### config.mk
export PLATFORM = sky130hd
export DESIGN_NAME = spm_top
export DESIGN_NICKNAME = d
export VERILOG_FILES = /design/src/common/spm_pkg.sv /design/src/hdl/spm_sync.sv /design/src/hdl/spm_top.sv
export VERILOG_INCLUDE_DIRS = /design/src /design/src/common
export SDC_FILE = /design/constraint.sdc
export NUM_CORES = 1
export LEC_CHECK = 0
export BUFFER_PORTS_ARGS = -buffer_cell sky130_fd_sc_hd__buf_2
export CAP_MARGIN = 10
export CORE_MARGIN = 2
export CORE_UTILIZATION = 35
export CTS_BUF_LIST = sky130_fd_sc_hd__clkbuf_8
export DETAILED_ROUTE_END_ITERATION = 7
export PLACE_DENSITY = 0.75
export SLEW_MARGIN = 20
export SYNTH_ARGS = -nofsm -noshare
export SYNTH_HDL_FRONTEND = slang
export SYNTH_SLANG_ARGS = --single-unit
### constraint.sdc
create_clock -name aclk -period 1.5 [get_ports aclk]
set_clock_uncertainty 0.05 [all_clocks]
set_input_delay 0 -clock aclk [delete_from_list [all_inputs] [get_ports aclk]]
set_output_delay 0 -clock aclk [all_outputs]
set_load 0.1 [all_outputs]
### src/common/spm_map.svh
`ifndef SPM_MAP_SVH
`define SPM_MAP_SVH
// ----------------------------------------
// register offsets (byte addresses)
// ----------------------------------------
`define SPM_ADDR_W 8
`define SPM_OFS_CTRL 8'h00
`define SPM_OFS_STAT 8'h04
`define SPM_OFS_CLR 8'h08
`define SPM_OFS_NEN 8'h0c
`define SPM_OFS_FEN 8'h10
// ----------------------------------------
// control register fields
// ----------------------------------------
`define SPM_BIT_FLAG 0
`define SPM_BIT_EN 1
`define SPM_BIT_TRIP 2
`define SPM_BIT_CMP 3
`define SPM_CTRL_W 16
// ----------------------------------------
// interrupt status fields
// ----------------------------------------
`define SPM_ST_LOW 0
`define SPM_ST_REC 1
`define SPM_ST_W 2
// ----------------------------------------
// reset values and responses
// ----------------------------------------
`define SPM_RST_EN 1'h0
`define SPM_RST_TRIP 1'h0
`define SPM_RST_EVT 2'h0
`define SPM_RST_CMP 1'h1
`define SPM_RESP_OK 2'h0
`define SPM_RESP_ERR 2'h2
`define SPM_SYNC_STAGES 2
`endif

### src/common/spm_pkg.sv
`include "spm_map.svh"
package spm_pkg;
  // register selected by a bus address
  typedef enum logic [2:0] {
    SPM_SEL_CTRL,
    SPM_SEL_STAT,
    SPM_SEL_CLR,
    SPM_SEL_NEN,
    SPM_SEL_FEN,
    SPM_SEL_NONE
  } spm_sel_t;
  // one bit per interrupt event
  typedef logic [`SPM_ST_W-1:0] spm_evt_t;
  // bus response code
  typedef logic [1:0] spm_resp_t;
endpackage

### src/hdl/spm_sync.sv
`timescale 1ns/100ps
`include "spm_map.svh"
// ----------------------------------------
// level synchroniser, resets to a chosen level
// ----------------------------------------
module spm_sync #(
  parameter int STAGES = `SPM_SYNC_STAGES,
  parameter logic RST_VAL = `SPM_RST_CMP
) (
  // clock and reset
  input wire logic aclk,
  input wire logic aresetn,
  // async level in, synced level out
  input wire logic din,
  output logic dout
);
  logic [STAGES-1:0] stage_q; // shift chain, only the last stage is read

  // chain shifts toward the top; first stage feeds only the next
  always_ff @(posedge aclk)
  begin
    if (!aresetn)
      stage_q <= {STAGES{RST_VAL}};
    else
      stage_q <= {stage_q[STAGES-2:0], din};
  end

  assign dout = stage_q[STAGES-1];
endmodule

### src/hdl/spm_top.sv
// Local design decisions: the AXI4-Lite register port and the placing of the registers.
`timescale 1ns/100ps
`include "spm_map.svh"
module spm_top (
  // clock and reset
  input wire logic aclk,
  input wire logic aresetn,
  // axi4-lite write address
  input wire logic awvalid,
  output logic awready,
  input wire logic [`SPM_ADDR_W-1:0] awaddr,
  input wire logic [2:0] awprot,
  // axi4-lite write data
  input wire logic wvalid,
  output logic wready,
  input wire logic [31:0] wdata,
  input wire logic [3:0] wstrb,
  // axi4-lite write response
  output logic bvalid,
  input wire logic bready,
  output spm_pkg::spm_resp_t bresp,
  // axi4-lite read address
  input wire logic arvalid,
  output logic arready,
  input wire logic [`SPM_ADDR_W-1:0] araddr,
  input wire logic [2:0] arprot,
  // axi4-lite read data
  output logic rvalid,
  input wire logic rready,
  output logic [31:0] rdata,
  output spm_pkg::spm_resp_t rresp,
  // analog comparator side
  input wire logic supply_compare_raw,
  output logic monitor_enable,
  output logic trip_select,
  // interrupt to the core
  output logic irq
);
  import spm_pkg::*;

  // ----------------------------------------
  // declarations
  // ----------------------------------------
  logic awready_q; // write handshake strobe
  logic wready_q; // paired with awready_q
  logic bvalid_q; // write answer pending
  spm_resp_t bresp_q; // write answer code
  logic arready_q; // read handshake strobe
  logic rvalid_q; // read answer pending
  logic [31:0] rdata_q; // read answer data
  spm_resp_t rresp_q; // read answer code
  logic enable_q; // monitor_enable_bit
  logic trip_q; // trip_select
  logic flag_q; // low_supply_irq_flag
  logic arm_q; // may set flag again
  spm_evt_t stat_q; // sticky events
  spm_evt_t nen_q; // normal_irq_enable_reg
  spm_evt_t fen_q; // fast_irq_enable_reg
  logic irq_q; // registered interrupt level
  logic cmp_sync; // synchronised comparator
  logic cmp_prev_q; // for recovery edge
  logic cmp_now; // supply_compare_flag as read
  logic wr_go; // write taken this cycle
  logic rd_go; // read taken this cycle
  spm_sel_t wr_sel; // decoded write target
  spm_sel_t rd_sel; // decoded read target
  logic wr_lo; // low byte lane enabled
  logic flag_set; // flag set this cycle
  logic flag_clr; // flag clear accepted
  logic rec_evt; // supply has recovered
  spm_evt_t st_clr; // status bits to clear

  // ----------------------------------------
  // address decode
  // ----------------------------------------
  // shared by read and write paths
  function automatic spm_sel_t spm_decode(input logic [`SPM_ADDR_W-1:0] a);
    spm_sel_t s;
    s = SPM_SEL_NONE;
    case (a)
      `SPM_OFS_CTRL: s = SPM_SEL_CTRL;
      `SPM_OFS_STAT: s = SPM_SEL_STAT;
      `SPM_OFS_CLR: s = SPM_SEL_CLR;
      `SPM_OFS_NEN: s = SPM_SEL_NEN;
      `SPM_OFS_FEN: s = SPM_SEL_FEN;
      default: s = SPM_SEL_NONE;
    endcase
    return s;
  endfunction

  assign wr_sel = spm_decode(awaddr);
  assign rd_sel = spm_decode(araddr);
  assign wr_go = awready_q && awvalid && wvalid;
  assign rd_go = arready_q && arvalid;
  assign wr_lo = wstrb[0];

  // ----------------------------------------
  // comparator path
  // ----------------------------------------
  // two stages; raw level is async to aclk
  spm_sync #(
    .STAGES(`SPM_SYNC_STAGES),
    .RST_VAL(`SPM_RST_CMP)
  ) u_cmp_sync (
    .aclk(aclk),
    .aresetn(aresetn),
    .din(supply_compare_raw),
    .dout(cmp_sync)
  );

  // powered-down comparator output is not trusted, so force high
  assign cmp_now = cmp_sync || !enable_q;

  // previous comparator level for edge detection
  always_ff @(posedge aclk)
  begin
    if (!aresetn)
      cmp_prev_q <= `SPM_RST_CMP;
    else
      cmp_prev_q <= cmp_now;
  end

  assign rec_evt = cmp_now && !cmp_prev_q;

  // ----------------------------------------
  // low-supply flag
  // ----------------------------------------
  // set only once per episode, re-armed by recovery
  assign flag_set = !cmp_now && arm_q;
  // no delay: clear works as soon as comparator reads high
  assign flag_clr = cmp_now && wr_go && wr_lo &&
    ((wr_sel == SPM_SEL_CTRL && wdata[`SPM_BIT_FLAG]) ||
     (wr_sel == SPM_SEL_CLR && wdata[`SPM_ST_LOW]));

  // flag itself; set wins over a clear in the same cycle
  always_ff @(posedge aclk)
  begin
    if (!aresetn)
      flag_q <= 1'h0;
    else if (flag_set)
      flag_q <= 1'h1;
    else if (flag_clr)
      flag_q <= 1'h0;
  end

  // arming: dropped when flag sets, restored when supply is high
  always_ff @(posedge aclk)
  begin
    if (!aresetn)
      arm_q <= 1'h1;
    else if (flag_set)
      arm_q <= 1'h0;
    else if (cmp_now)
      arm_q <= 1'h1;
  end

  // ----------------------------------------
  // control register
  // ----------------------------------------
  // enable and trip drive the analog cell directly
  always_ff @(posedge aclk)
  begin
    if (!aresetn)
    begin
      enable_q <= `SPM_RST_EN;
      trip_q <= `SPM_RST_TRIP;
    end
    else if (wr_go && wr_lo && wr_sel == SPM_SEL_CTRL)
    begin
      enable_q <= wdata[`SPM_BIT_EN];
      trip_q <= wdata[`SPM_BIT_TRIP];
    end
  end

  // ----------------------------------------
  // interrupt status, clear and enables
  // ----------------------------------------
  // recovery bit clears by write-one; low bit follows flag
  assign st_clr = (wr_go && wr_lo && wr_sel == SPM_SEL_CLR) ?
    wdata[`SPM_ST_W-1:0] : `SPM_RST_EVT;

  // sticky recovery event, set wins over clear
  always_ff @(posedge aclk)
  begin
    if (!aresetn)
      stat_q <= `SPM_RST_EVT;
    else
    begin
      stat_q[`SPM_ST_LOW] <= flag_set || (flag_q && !flag_clr);
      if (rec_evt)
        stat_q[`SPM_ST_REC] <= 1'h1;
      else if (st_clr[`SPM_ST_REC])
        stat_q[`SPM_ST_REC] <= 1'h0;
    end
  end

  // normal and fast enable registers
  always_ff @(posedge aclk)
  begin
    if (!aresetn)
    begin
      nen_q <= `SPM_RST_EVT;
      fen_q <= `SPM_RST_EVT;
    end
    else if (wr_go && wr_lo)
    begin
      if (wr_sel == SPM_SEL_NEN)
        nen_q <= wdata[`SPM_ST_W-1:0];
      if (wr_sel == SPM_SEL_FEN)
        fen_q <= wdata[`SPM_ST_W-1:0];
    end
  end

  // level output; either enable register passes a source
  always_ff @(posedge aclk)
  begin
    if (!aresetn)
      irq_q <= 1'h0;
    else
      irq_q <= |(stat_q & (nen_q | fen_q));
  end

  // ----------------------------------------
  // axi4-lite write channel
  // ----------------------------------------
  // waits for address and data together, then one answer
  always_ff @(posedge aclk)
  begin
    if (!aresetn)
    begin
      awready_q <= 1'h0;
      wready_q <= 1'h0;
      bvalid_q <= 1'h0;
      bresp_q <= `SPM_RESP_OK;
    end
    else
    begin
      awready_q <= awvalid && wvalid && !awready_q && !bvalid_q;
      wready_q <= awvalid && wvalid && !awready_q && !bvalid_q;
      if (wr_go)
      begin
        bvalid_q <= 1'h1;
        // status is read-only, unmapped gets an error
        if (wr_sel == SPM_SEL_NONE || wr_sel == SPM_SEL_STAT)
          bresp_q <= `SPM_RESP_ERR;
        else
          bresp_q <= `SPM_RESP_OK;
      end
      else if (bready)
        bvalid_q <= 1'h0;
    end
  end

  // ----------------------------------------
  // axi4-lite read channel
  // ----------------------------------------
  // reserved and upper bits always read zero
  always_ff @(posedge aclk)
  begin
    if (!aresetn)
    begin
      arready_q <= 1'h0;
      rvalid_q <= 1'h0;
      rdata_q <= 32'h0;
      rresp_q <= `SPM_RESP_OK;
    end
    else
    begin
      arready_q <= arvalid && !arready_q && !rvalid_q;
      if (rd_go)
      begin
        rvalid_q <= 1'h1;
        rdata_q <= 32'h0;
        rresp_q <= `SPM_RESP_OK;
        case (rd_sel)
          SPM_SEL_CTRL:
          begin
            rdata_q[`SPM_BIT_FLAG] <= flag_q;
            rdata_q[`SPM_BIT_EN] <= enable_q;
            rdata_q[`SPM_BIT_TRIP] <= trip_q;
            rdata_q[`SPM_BIT_CMP] <= cmp_now;
          end
          SPM_SEL_STAT: rdata_q[`SPM_ST_W-1:0] <= stat_q;
          SPM_SEL_NEN: rdata_q[`SPM_ST_W-1:0] <= nen_q;
          SPM_SEL_FEN: rdata_q[`SPM_ST_W-1:0] <= fen_q;
          SPM_SEL_CLR: rresp_q <= `SPM_RESP_OK; // write-only, reads zero
          default: rresp_q <= `SPM_RESP_ERR;
        endcase
      end
      else if (rready)
        rvalid_q <= 1'h0;
    end
  end

  // ----------------------------------------
  // outputs
  // ----------------------------------------
  assign awready = awready_q;
  assign wready = wready_q;
  assign bvalid = bvalid_q;
  assign bresp = bresp_q;
  assign arready = arready_q;
  assign rvalid = rvalid_q;
  assign rdata = rdata_q;
  assign rresp = rresp_q;
  assign monitor_enable = enable_q;
  assign trip_select = trip_q;
  assign irq = irq_q;

  logic [1:0] rst_age_q; // cycles since reset, saturating
  always_ff @(posedge aclk)
  begin
    if (!aresetn)
      rst_age_q <= 2'h0;
    else if (rst_age_q != 2'h3)
      rst_age_q <= rst_age_q + 2'h1;
  end
endmodule
==> results of run 1 <==
final timing paths:
check	start	cells past startpoint	to	slack, ps
setup / recovery	monitor_enable	3	rdata[3]	150
hold / removal	araddr[4]	3	rresp[1]	10
setup reg to reg	monitor_enable	3	rdata[3]	150
hold reg to reg	u_cmp_sync.stage_q[0]	1	u_cmp_sync.stage_q[1]	360
Yosys cell counts (3+ instances only):
library cell / number
a21oi_1: 7
nand4_1: 3
mux2i_1: 10
nand2_1: 14
dfxtp_1: 24
or4_1: 3
nor2_1: 5
a31oi_1: 3
o21ai_0: 5
nand2b_1: 4
buf_4: 31
cell families after synthesis:
group	after synthesis
mux	10
other cells	1
flops	24
compound gates	23
buf+inv	36
simple gates	46
power breakdown:
part	switching (mW)	internal (mW)
Sequential	0.00593	0.642
Combinational	0.434	0.0683
Clock	0.197	0.234
worst max-delay path, stage by stage, from the launching register on:
cell	delay, ps
dfxtp_4	360
and2b_2	210
or4_1	520
a21oi_1	150
layer usage:
| layer | share of wire [%] | up-vias | GRT usage [%] |
|---|---|---|---|
| met4 | 0.50 | 0 | 3.19 |
| met3 | 8.7 | 2 | 4.40 |
| met5 | 0 | - | 0 |
| li1 | - | 546 | - |
| met2 | 48 | 44 | 22.0 |
| met1 | 43 | 490 | 16.3 |
registers in the layout, indices dropped and copies added (netlist names):
| register | cells |
|---|---|
| rdata | 4 |
| fen_q | 2 |
| nen_q | 2 |
| stat_q | 2 |
| u_cmp_sync.stage_q | 2 |
| arm_q | 1 |
| arready | 1 |
| bresp | 1 |
| bvalid | 1 |
| cmp_prev_q | 1 |
| flag_q | 1 |
| irq | 1 |
| monitor_enable | 1 |
| rresp | 1 |
| rvalid | 1 |
| trip_select | 1 |
| wready | 1 |
cell type report:
class / count / area share [%]
Clock buffer: 4 / 3.47
Sequential cell: 24 / 31.1
Tap cell: 46 / 3.63
Timing Repair Buffer: 54 / 20.5
Inverter: 3 / 0.710
Multi-Input combinational cell: 109 / 40.6
through the flow:
step | std cells | instance area, um2 | hold WS (ps) | power, mW | utilization (%)
finish | 240 | 1590 | 13.2 | 1.58 | 46.4
global route | 240 | 1590 | 44.3 | 1.64 | 46.4
CTS | 240 | 1590 | 5.89 | 1.60 | 46.4
detailed placement | 227 | 1440 | 136 | 1.15 | 42.2
global placement | 227 | 1440 | 134 | 1.14 | 42.2
floorplan | 169 | 1390 | 51.5 | 1.14 | -
==> impl_results.md, run 1 <==
* Status: completed
* Max Slew Vio Count at 0
* Tot GR Track Use at 13.2%
* Initial DRC Count at 12
* Vias at 1082
* Vias in the first global route at 978
* TritonCTS clock tree: yes
* DP Worst Slack at 78.2 ps
* Syn. warnings at 0
* Layout cells sized above 1 at 29.4%
* Post-synthesis simple-gate area fraction at 21.9%
* First-pass GRT wire length at 4290 um
* Final HPWL DP at 2030 um
* DRC viols at 0
* Dominant synthesized flop cell: dfxtp_1
* Die ar. at 0.00411 mm2
* Post-layout nets at 261
* Asr flop ratio synth at 0%
* Multi-input logic area at 643 um2
* Worst min-delay path class: in2reg
* Kind of critical path: reg2reg
* Fin crit share at 89.9%
* Max Cap Violations at 0
* Post-Synthesis Cells at 140
* Overall routed net length at 2580 um
* Routed vias/inst at 4.51
* Routability congestion estimate at 0.702
* Yosys top cell by area: dfxtp_1
* Mux contribution to synthesized area at 7.91%
* ANT nets after route at 0
* CTS Buffer Depth at 2
* Max FO, Critical Path at 5
* Synth Area in Adders at 0%
* Compound-Gate Fraction of Synth Area at 12.1%
* Die Y at 64.1 um
* P per Cell Area at 997 mW/mm2
* Tmin final at 1350 ps
* Crit. End Element: flop
* Commonest non-fill, non-tap cells in the layout: 41 x buf_2, 30 x conb_1, 20 x dfxtp_1, 14 x nand2_1, 10 x mux2i_1
* WP data arrival at 1500 ps
* CTS root buf: clkbuf_8
* Global route overflow at 0
* Leakage at 0.747 nW
* Clk_lat worst skew at 260 ps
* Row Count at 21
* Synth Register Bits at 24
* DIE WIDTH at 64.1 um
* Commonest non-fill, non-tap cell in the layout: buf_2
* RSZ-0062 raised after global routing: no
* CP Launch Type: flop
* Final setup vio count at 0
* Largest net degree at the start of global routing at 19
* Final-report hold violation count at 0
* CTS sink cnt at 24
* Main area contributors after synthesis: dfxtp_1 38%, buf_4 18%, mux2i_1 7.9%, nand2_1 4.2%, a21oi_1 2.8%
* Clk pin slew, worst setup/hold paths at 80 ps
* CTS resizes at 0
* CP Data Required Time at 1650 ps
* Port Buf Inserts at 41
* IR drop worst, VDD at 0.388 mV
* Area delta synth->final at 25.2%
* Synth top area share at 37.9%
* Yosys cell types at 37
* Total Neg Setup Slack at 0 ps
* Syn Std Cell Area at 0.00127 mm2
* Antenna diodes at 0
* Routed wire length per instance at 10.7 um
* Core Region at 0.00342 mm2
* Mean Syn Cell Area at 9.04 um2
* Initial core utilization at 37.1%
* Ports at 110
* H-Tree Depth at 1
* Sequential area share after synthesis at 37.9%
* Final WS setup at 151 ps
* Post-CTS Setup Repair Bufs at 0
* Drt first pass iters at 4
* Fillers at 355
* Register Area at 493 um2
* Largest family of logic cells by synthesized area: simple AND/OR/NAND/NOR gates
* Max Clk Rate at 741 MHz
* Initial antenna violation count at 0
* Synth Area in XOR/XNOR at 0%
* TritonCTS buffer count at 3
* EDFF count, synth at 0
* Cts hold-fix bufs at 9
Note: power is estimated with default switching activity, not from simulation.
==> run 2: changes to the inputs <==
--- a/config.mk
+++ b/config.mk
@@ -13,6 +13,7 @@
 export CTS_BUF_LIST = sky130_fd_sc_hd__clkbuf_8
 export DETAILED_ROUTE_END_ITERATION = 7
 export PLACE_DENSITY = 0.75
+export SETUP_SLACK_MARGIN = 0.5
 export SLEW_MARGIN = 20
 export SYNTH_ARGS = -nofsm -noshare
 export SYNTH_HDL_FRONTEND = slang
==> impl_results.md, run 2 (synthesis gave the netlist of run 1 again) <==
* Tot GR Track Use at 13.4% (+0.22 points)
* Row Count at 21 (unchanged)
* Crit path max-delay family: simple AND/OR/NAND/NOR gates
* Final Power at 1.61 mW (+1.8%)
* Drt first pass iters at 4 (unchanged)
* R2R setup slack at 280 ps (+130 ps)
* CTS sink cnt at 24 (unchanged)
* WP data arrival at 1380 ps (-120 ps)
* Max Slew Vio Count at 0 (unchanged)
* Core Region at 0.00342 mm2 (unchanged)
* Final setup vio count at 0 (unchanged)
* Layout cells sized above 1 at 44.2% (+15 points)
* Initial core utilization at 37.1% (unchanged)
* CP Data Required Time at 1660 ps (about the same)
* CP cell instances: and2b_2 > or4_4 > a21oi_2
* Die Y at 64.1 um (unchanged)
* CP max-delay cell: or4_4
* Die ar. at 0.00411 mm2 (unchanged)
* Max Clk Rate at 817 MHz (+10%)
* Final HPWL DP at 1960 um (-3.6%)
* CP Launch Type: flop
* DIE WIDTH at 64.1 um (unchanged)
* Initial antenna violation count at 0 (unchanged)
* First-pass GRT wire length at 4360 um (+1.6%)
* CTS Buffer Depth at 2 (unchanged)
* Total Neg Setup Slack at 0 ps (unchanged)
* Max Cap Violations at 0 (unchanged)
* Flop pwr share at 40.1% (-0.9 points)
* ANT nets after route at 0 (unchanged)
* Violated checks: negative hold slack
* Max FO, Critical Path at 4 (-1)
* Post-layout nets at 273 (+4.6%)
* Max FFs per register at 4 (unchanged)
* Routed vias/inst at 4.48 (-0.54%)
* TritonCTS clock tree: yes
* CTS root buf: clkbuf_8
* Vias at 1130 (+4.4%)
* Ports at 110 (unchanged)
* DRC viols at 0 (unchanged)
* Area delta synth->final at 43.7%
* Vias in the first global route at 1020 (+4.3%)
* Internal power at 0.958 mW (+1.4%)
* Tmin final at 1220 ps (-125 ps)
* Worst min-delay path class: in2reg
* Port Buf Inserts at 41 (unchanged)
* H-Tree Depth at 1 (unchanged)
* Slowest stage delay, CP at 420 ps (-100 ps)
* Clk pin slew, worst setup/hold paths at 80 ps (about the same)
* Overall routed net length at 2850 um (+11%)
* Commonest non-fill, non-tap cells in the layout: 30 x conb_1, 27 x buf_2, 26 x buf_4, 14 x nand2_1, 12 x dfxtp_1
* Leakage at 0.838 nW (+12%)
* Routability congestion estimate at 0.700 (-0.30%)
* Initial DRC Count at 24 (+12)
* Crit. End Element: flop
* Switching power at 0.652 mW (+2.4%)
* Clock Power Share at 27.1% (-0.2 points)
* Kind of critical path: reg2reg
* Logic gate share of total power at 32.8% (+1.1 points)
* P per Cell Area at 885 mW/mm2 (-11%)
* Status: complete, but fails checks
* Fin crit share at 81.6% (-8.3 points)
* Largest net degree at the start of global routing at 19 (unchanged)
* Routed wire length per instance at 11.3 um (+5.4%)
* TritonCTS buffer count at 3 (unchanged)
* Switch share at 40.5% (+0.22 points)
* Antenna diodes at 0 (unchanged)
* IR drop worst, VDD at 0.456 mV (+17%)
* Clk_lat worst skew at 260 ps (about the same)
* Commonest non-fill, non-tap cell in the layout: conb_1
* Critical path buffers and inverters at 0 (unchanged)
* Final-report hold violation count at 2 (+2)
* RSZ-0062 raised after global routing: yes
* Global route overflow at 0 (unchanged)
* Worst hold slack at -1.54 ps (-14.7 ps)
run 2: layer usage:
metal / vias up / global-route usage [%] / routed length, um / share of wire, %
li1: 576 / - / - / -
met1: 515 / 14.7 / 1190 / 42
met2: 37 / 24.6 / 1470 / 52
met3: 2 / 4.23 / 171 / 6.0
met4: 0 / 3.72 / 14 / 0.49
met5: - / 0 / 0 / 0
run 2: worst register-to-register path: stages, from the launching register on:
cell,delay (ps)
dfxtp_4,350
and2b_2,220
or4_4,420
a21oi_2,120
run 2: power groups by stage:
stage | sequential [mW] | clock (mW) | combinational [mW]
after floorplan | 0.704 | 0 | 0.437
after global placement | 0.660 | 0 | 0.483
after detailed placement | 0.660 | 0 | 0.484
after CTS | 0.644 | 0.438 | 0.516
after global routing | 0.646 | 0.465 | 0.545
final | 0.645 | 0.437 | 0.528
run 2: what timing repair did:
item                                    in CTS  in global routing
hold buffers                                 8                  0
pin swaps                                    8                  3
buffers inserted                            13                  1
hold endpoints to repair                    10                  0
endpoints found under the setup margin      27                 19
resized for setup                           24                 16
run 2: area by class of cell:
type	count	area, um2
fillers	327	1600
multi-input cells	109	703
flip-flops and latches	24	508
repair buffers	66	484
well taps	46	57.6
clock buffers	4	55.1
inverters	3	11.3
run 2: path summary, 6_finish.rpt:
check                              from  cells past startpoint                     to
setup / recovery         monitor_enable                      3               rdata[3]
hold / removal                araddr[4]                      3               rresp[1]
setup reg to reg         monitor_enable                      3               rdata[3]
hold reg to reg   u_cmp_sync.stage_q[0]                      1  u_cmp_sync.stage_q[1]
run 2: through the flow:
| step | hold WS [ps] | std cells | utilization, % | setup slack (ps) | area [um2] |
|---|---|---|---|---|---|
| 2_1_floorplan | 51.5 | 169 | - | 131 | 1410 |
| 3_3_place_gp | 132 | 226 | 42.6 | 115 | 1450 |
| 3_5_place_dp | 137 | 226 | 42.6 | 91.1 | 1450 |
| 4_1_cts | 0.405 | 251 | 51.4 | 260 | 1750 |
| 5_1_grt | 9.97 | 252 | 53.3 | 234 | 1820 |
| 6_report | -1.54 | 252 | 53.3 | 276 | 1820 |
==> run 3: changes to the inputs <==
--- a/config.mk
+++ b/config.mk
@@ -12,7 +12,7 @@
 export CORE_UTILIZATION = 35
 export CTS_BUF_LIST = sky130_fd_sc_hd__clkbuf_8
 export DETAILED_ROUTE_END_ITERATION = 7
-export PLACE_DENSITY = 0.75
+export PLACE_DENSITY = 0.78
 export SETUP_SLACK_MARGIN = 0.5
 export SLEW_MARGIN = 20
 export SYNTH_ARGS = -nofsm -noshare
==> constraint.sdc (replaced) <==
create_clock -name aclk -period 1.1 [get_ports aclk]
set_clock_uncertainty 0.05 [all_clocks]
set_input_delay 0 -clock aclk [delete_from_list [all_inputs] [get_ports aclk]]
set_output_delay 0 -clock aclk [all_outputs]
set_load 0.1 [all_outputs]
==> impl_results.md, run 3 (synthesis gave the netlist of run 1 again) <==
* Vias in the first global route at 1145 (+12%)
* Area delta synth->final at 64.5%
* Worst min-delay path class: in2reg
* Final WS setup at -170 ps (-447 ps)
* First-pass GRT wire length at 4980 um (+14%)
* CTS sink cnt at 24 (unchanged)
* H-Tree Depth at 1 (unchanged)
* CTS Buffer Depth at 2 (unchanged)
* Initial DRC Count at 26 (+8.3%)
* Fin area at 0.00208 mm2 (+15%)
* Clk_lat worst skew at 270 ps (about the same)
* Die ar. at 0.00411 mm2 (unchanged)
* Initial core utilization at 37.1% (unchanged)
* Max Slew Vio Count at 0 (unchanged)
* Worst reg2reg path depth at 4 (+1)
* Total Neg Setup Slack at -1080 ps (-1080 ps)
* Max FO, Critical Path at 3 (-1)
* Routability congestion estimate at 0.791 (+13%)
* Routed vias/inst at 4.64 (+3.5%)
* Layout cells sized above 1 at 52.4% (+8.2 points)
* R2R setup slack at -170 ps (-450 ps)
* Slowest stage delay, CP at 350 ps (-70 ps)
* TritonCTS clock tree: yes
* RSZ-0062 raised after global routing: yes
* Critical path buffers and inverters at 1 (+1)
* IR drop worst, VDD at 0.787 mV (+73%)
* Tmin final at 1270 ps (+46.7 ps)
* Max Cap Violations at 0 (unchanged)
* Largest net degree at the start of global routing at 19 (unchanged)
* Final setup vio count at 14 (+14)
* Hold depth at 2 (-1)
* Final-report hold violation count at 5 (+3)
* DP Area at 0.00179 mm2 (+23%)
* Final HPWL DP at 2440 um (+25%)
* CP Data Required Time at 1230 ps (-430 ps)
* Final cell count without fillers at 258 (+2.4%)
* Critical Path Start: monitor_enable
* Initial antenna violation count at 0 (unchanged)
* TritonCTS buffer count at 3 (unchanged)
* P per Cell Area at 1070 mW/mm2 (+21%)
* Post-layout nets at 279 (+2.2%)
* Vias at 1197 (+5.9%)
* WP data arrival at 1400 ps (+20 ps)
* Antenna diodes at 0 (unchanged)
* Routed wire length per instance at 12.9 um (+14%)
* DIE WIDTH at 64.1 um (unchanged)
* Status: complete, but fails checks
* Fin crit share at 115% (+34 points)
* Crit path max-delay family: compound AO/OA/AOI/OAI gates
* Row Count at 21 (unchanged)
* Port Buf Inserts at 41 (unchanged)
* CTS root buf: clkbuf_8
* Hold_sp: supply_compare_raw
* Critical R2R Capture: stat_q[1]
* Drt first pass iters at 4 (unchanged)
* Worst hold slack at -140 ps (-139 ps)
* DP Cell Count at 240 (+6.2%)
* Worst r2r src: monitor_enable
* Final Power at 2.23 mW (+38%)
* CP cell instances: and2b_2 > buf_6 > o21ba_2 > a311oi_2
* Overall routed net length at 3340 um (+17%)
* Tot GR Track Use at 15.4% (+2.0 points)
* DRC viols at 0 (unchanged)
* CP max-delay cell: dfxtp_4
* Max Clk Rate at 787 MHz (-3.7%)
* Levels on crit path at 4 (+1)
* Clk pin slew, worst setup/hold paths at 80 ps (about the same)
* ANT nets after route at 0 (unchanged)
* Ports at 110 (unchanged)
* Core Region at 0.00342 mm2 (unchanged)
* Hold Path End: u_cmp_sync.stage_q[0]
* Kind of critical path: reg2reg
* Global route overflow at 0 (unchanged)
* Violated checks: negative hold slack, negative setup slack
* Max FFs per register at 4 (unchanged)
* Crit. End Element: flop
* Leakage at 0.940 nW (+12%)
* Die Y at 64.1 um (unchanged)
* Commonest non-fill, non-tap cells in the layout: 30 x conb_1, 27 x buf_2, 16 x buf_4, 15 x buf_6, 14 x buf_12
* CP Launch Type: flop
* Commonest non-fill, non-tap cell in the layout: conb_1
[run 3: worst max path at each step]
stage / end
after floorplan: nen_q[0]
after global placement: nen_q[1]
after detailed placement: rdata[2]
after CTS: rdata[3]
after global routing: stat_q[1]
final: stat_q[1]
[run 3: routing by layer]
| layer | vias up | share of wire [%] | wire, um | global-route usage (%) |
|---|---|---|---|---|
| met5 | - | 0 | 0 | 0 |
| met4 | 0 | 0.33 | 11 | 2.39 |
| met3 | 3 | 5.3 | 176 | 3.87 |
| li1 | 584 | - | - | - |
| met1 | 570 | 37 | 1230 | 15.8 |
| met2 | 40 | 58 | 1920 | 31.1 |
[run 3: worst register-to-register path: cells and delay by family, from the launching register on]
kind / cells / cell delay [ps]
compound gates: 2 / 440
flops: 1 / 350
buf+inv: 1 / 130
simple gates: 1 / 220
[run 3: report_power, final]
group          internal, mW  switching (mW)
logic                 0.145           0.621
clock network         0.320           0.276
registers             0.859         0.00870
total                  1.32           0.906
[run 3: what timing repair did]
item | CTS | global route
setup endpoints to repair | 36 | 36
gates resized for setup | 21 | 15
setup buffers | 7 | 7
pin swaps | 7 | 9
hold endpoints to repair | 6 | 5
[run 3: stage by stage]
stage	hold slack [ps]	worst slack [ps]	utilization (%)
3_3_place_gp	132	-267	52.3
3_5_place_dp	139	-343	52.3
6_report	-140	-170	61.0
4_1_cts	-141	-135	57.7
2_1_floorplan	51.5	-269	-
5_1_grt	-138	-213	61.0
[run 3: layout make-up]
type / count / area (um2)
Fill cell: 288 / 1330
Multi-Input combinational cell: 109 / 728
Timing Repair Buffer: 72 / 704
Sequential cell: 24 / 526
Tap cell: 46 / 57.6
Clock buffer: 4 / 55.1
Inverter: 3 / 12.5
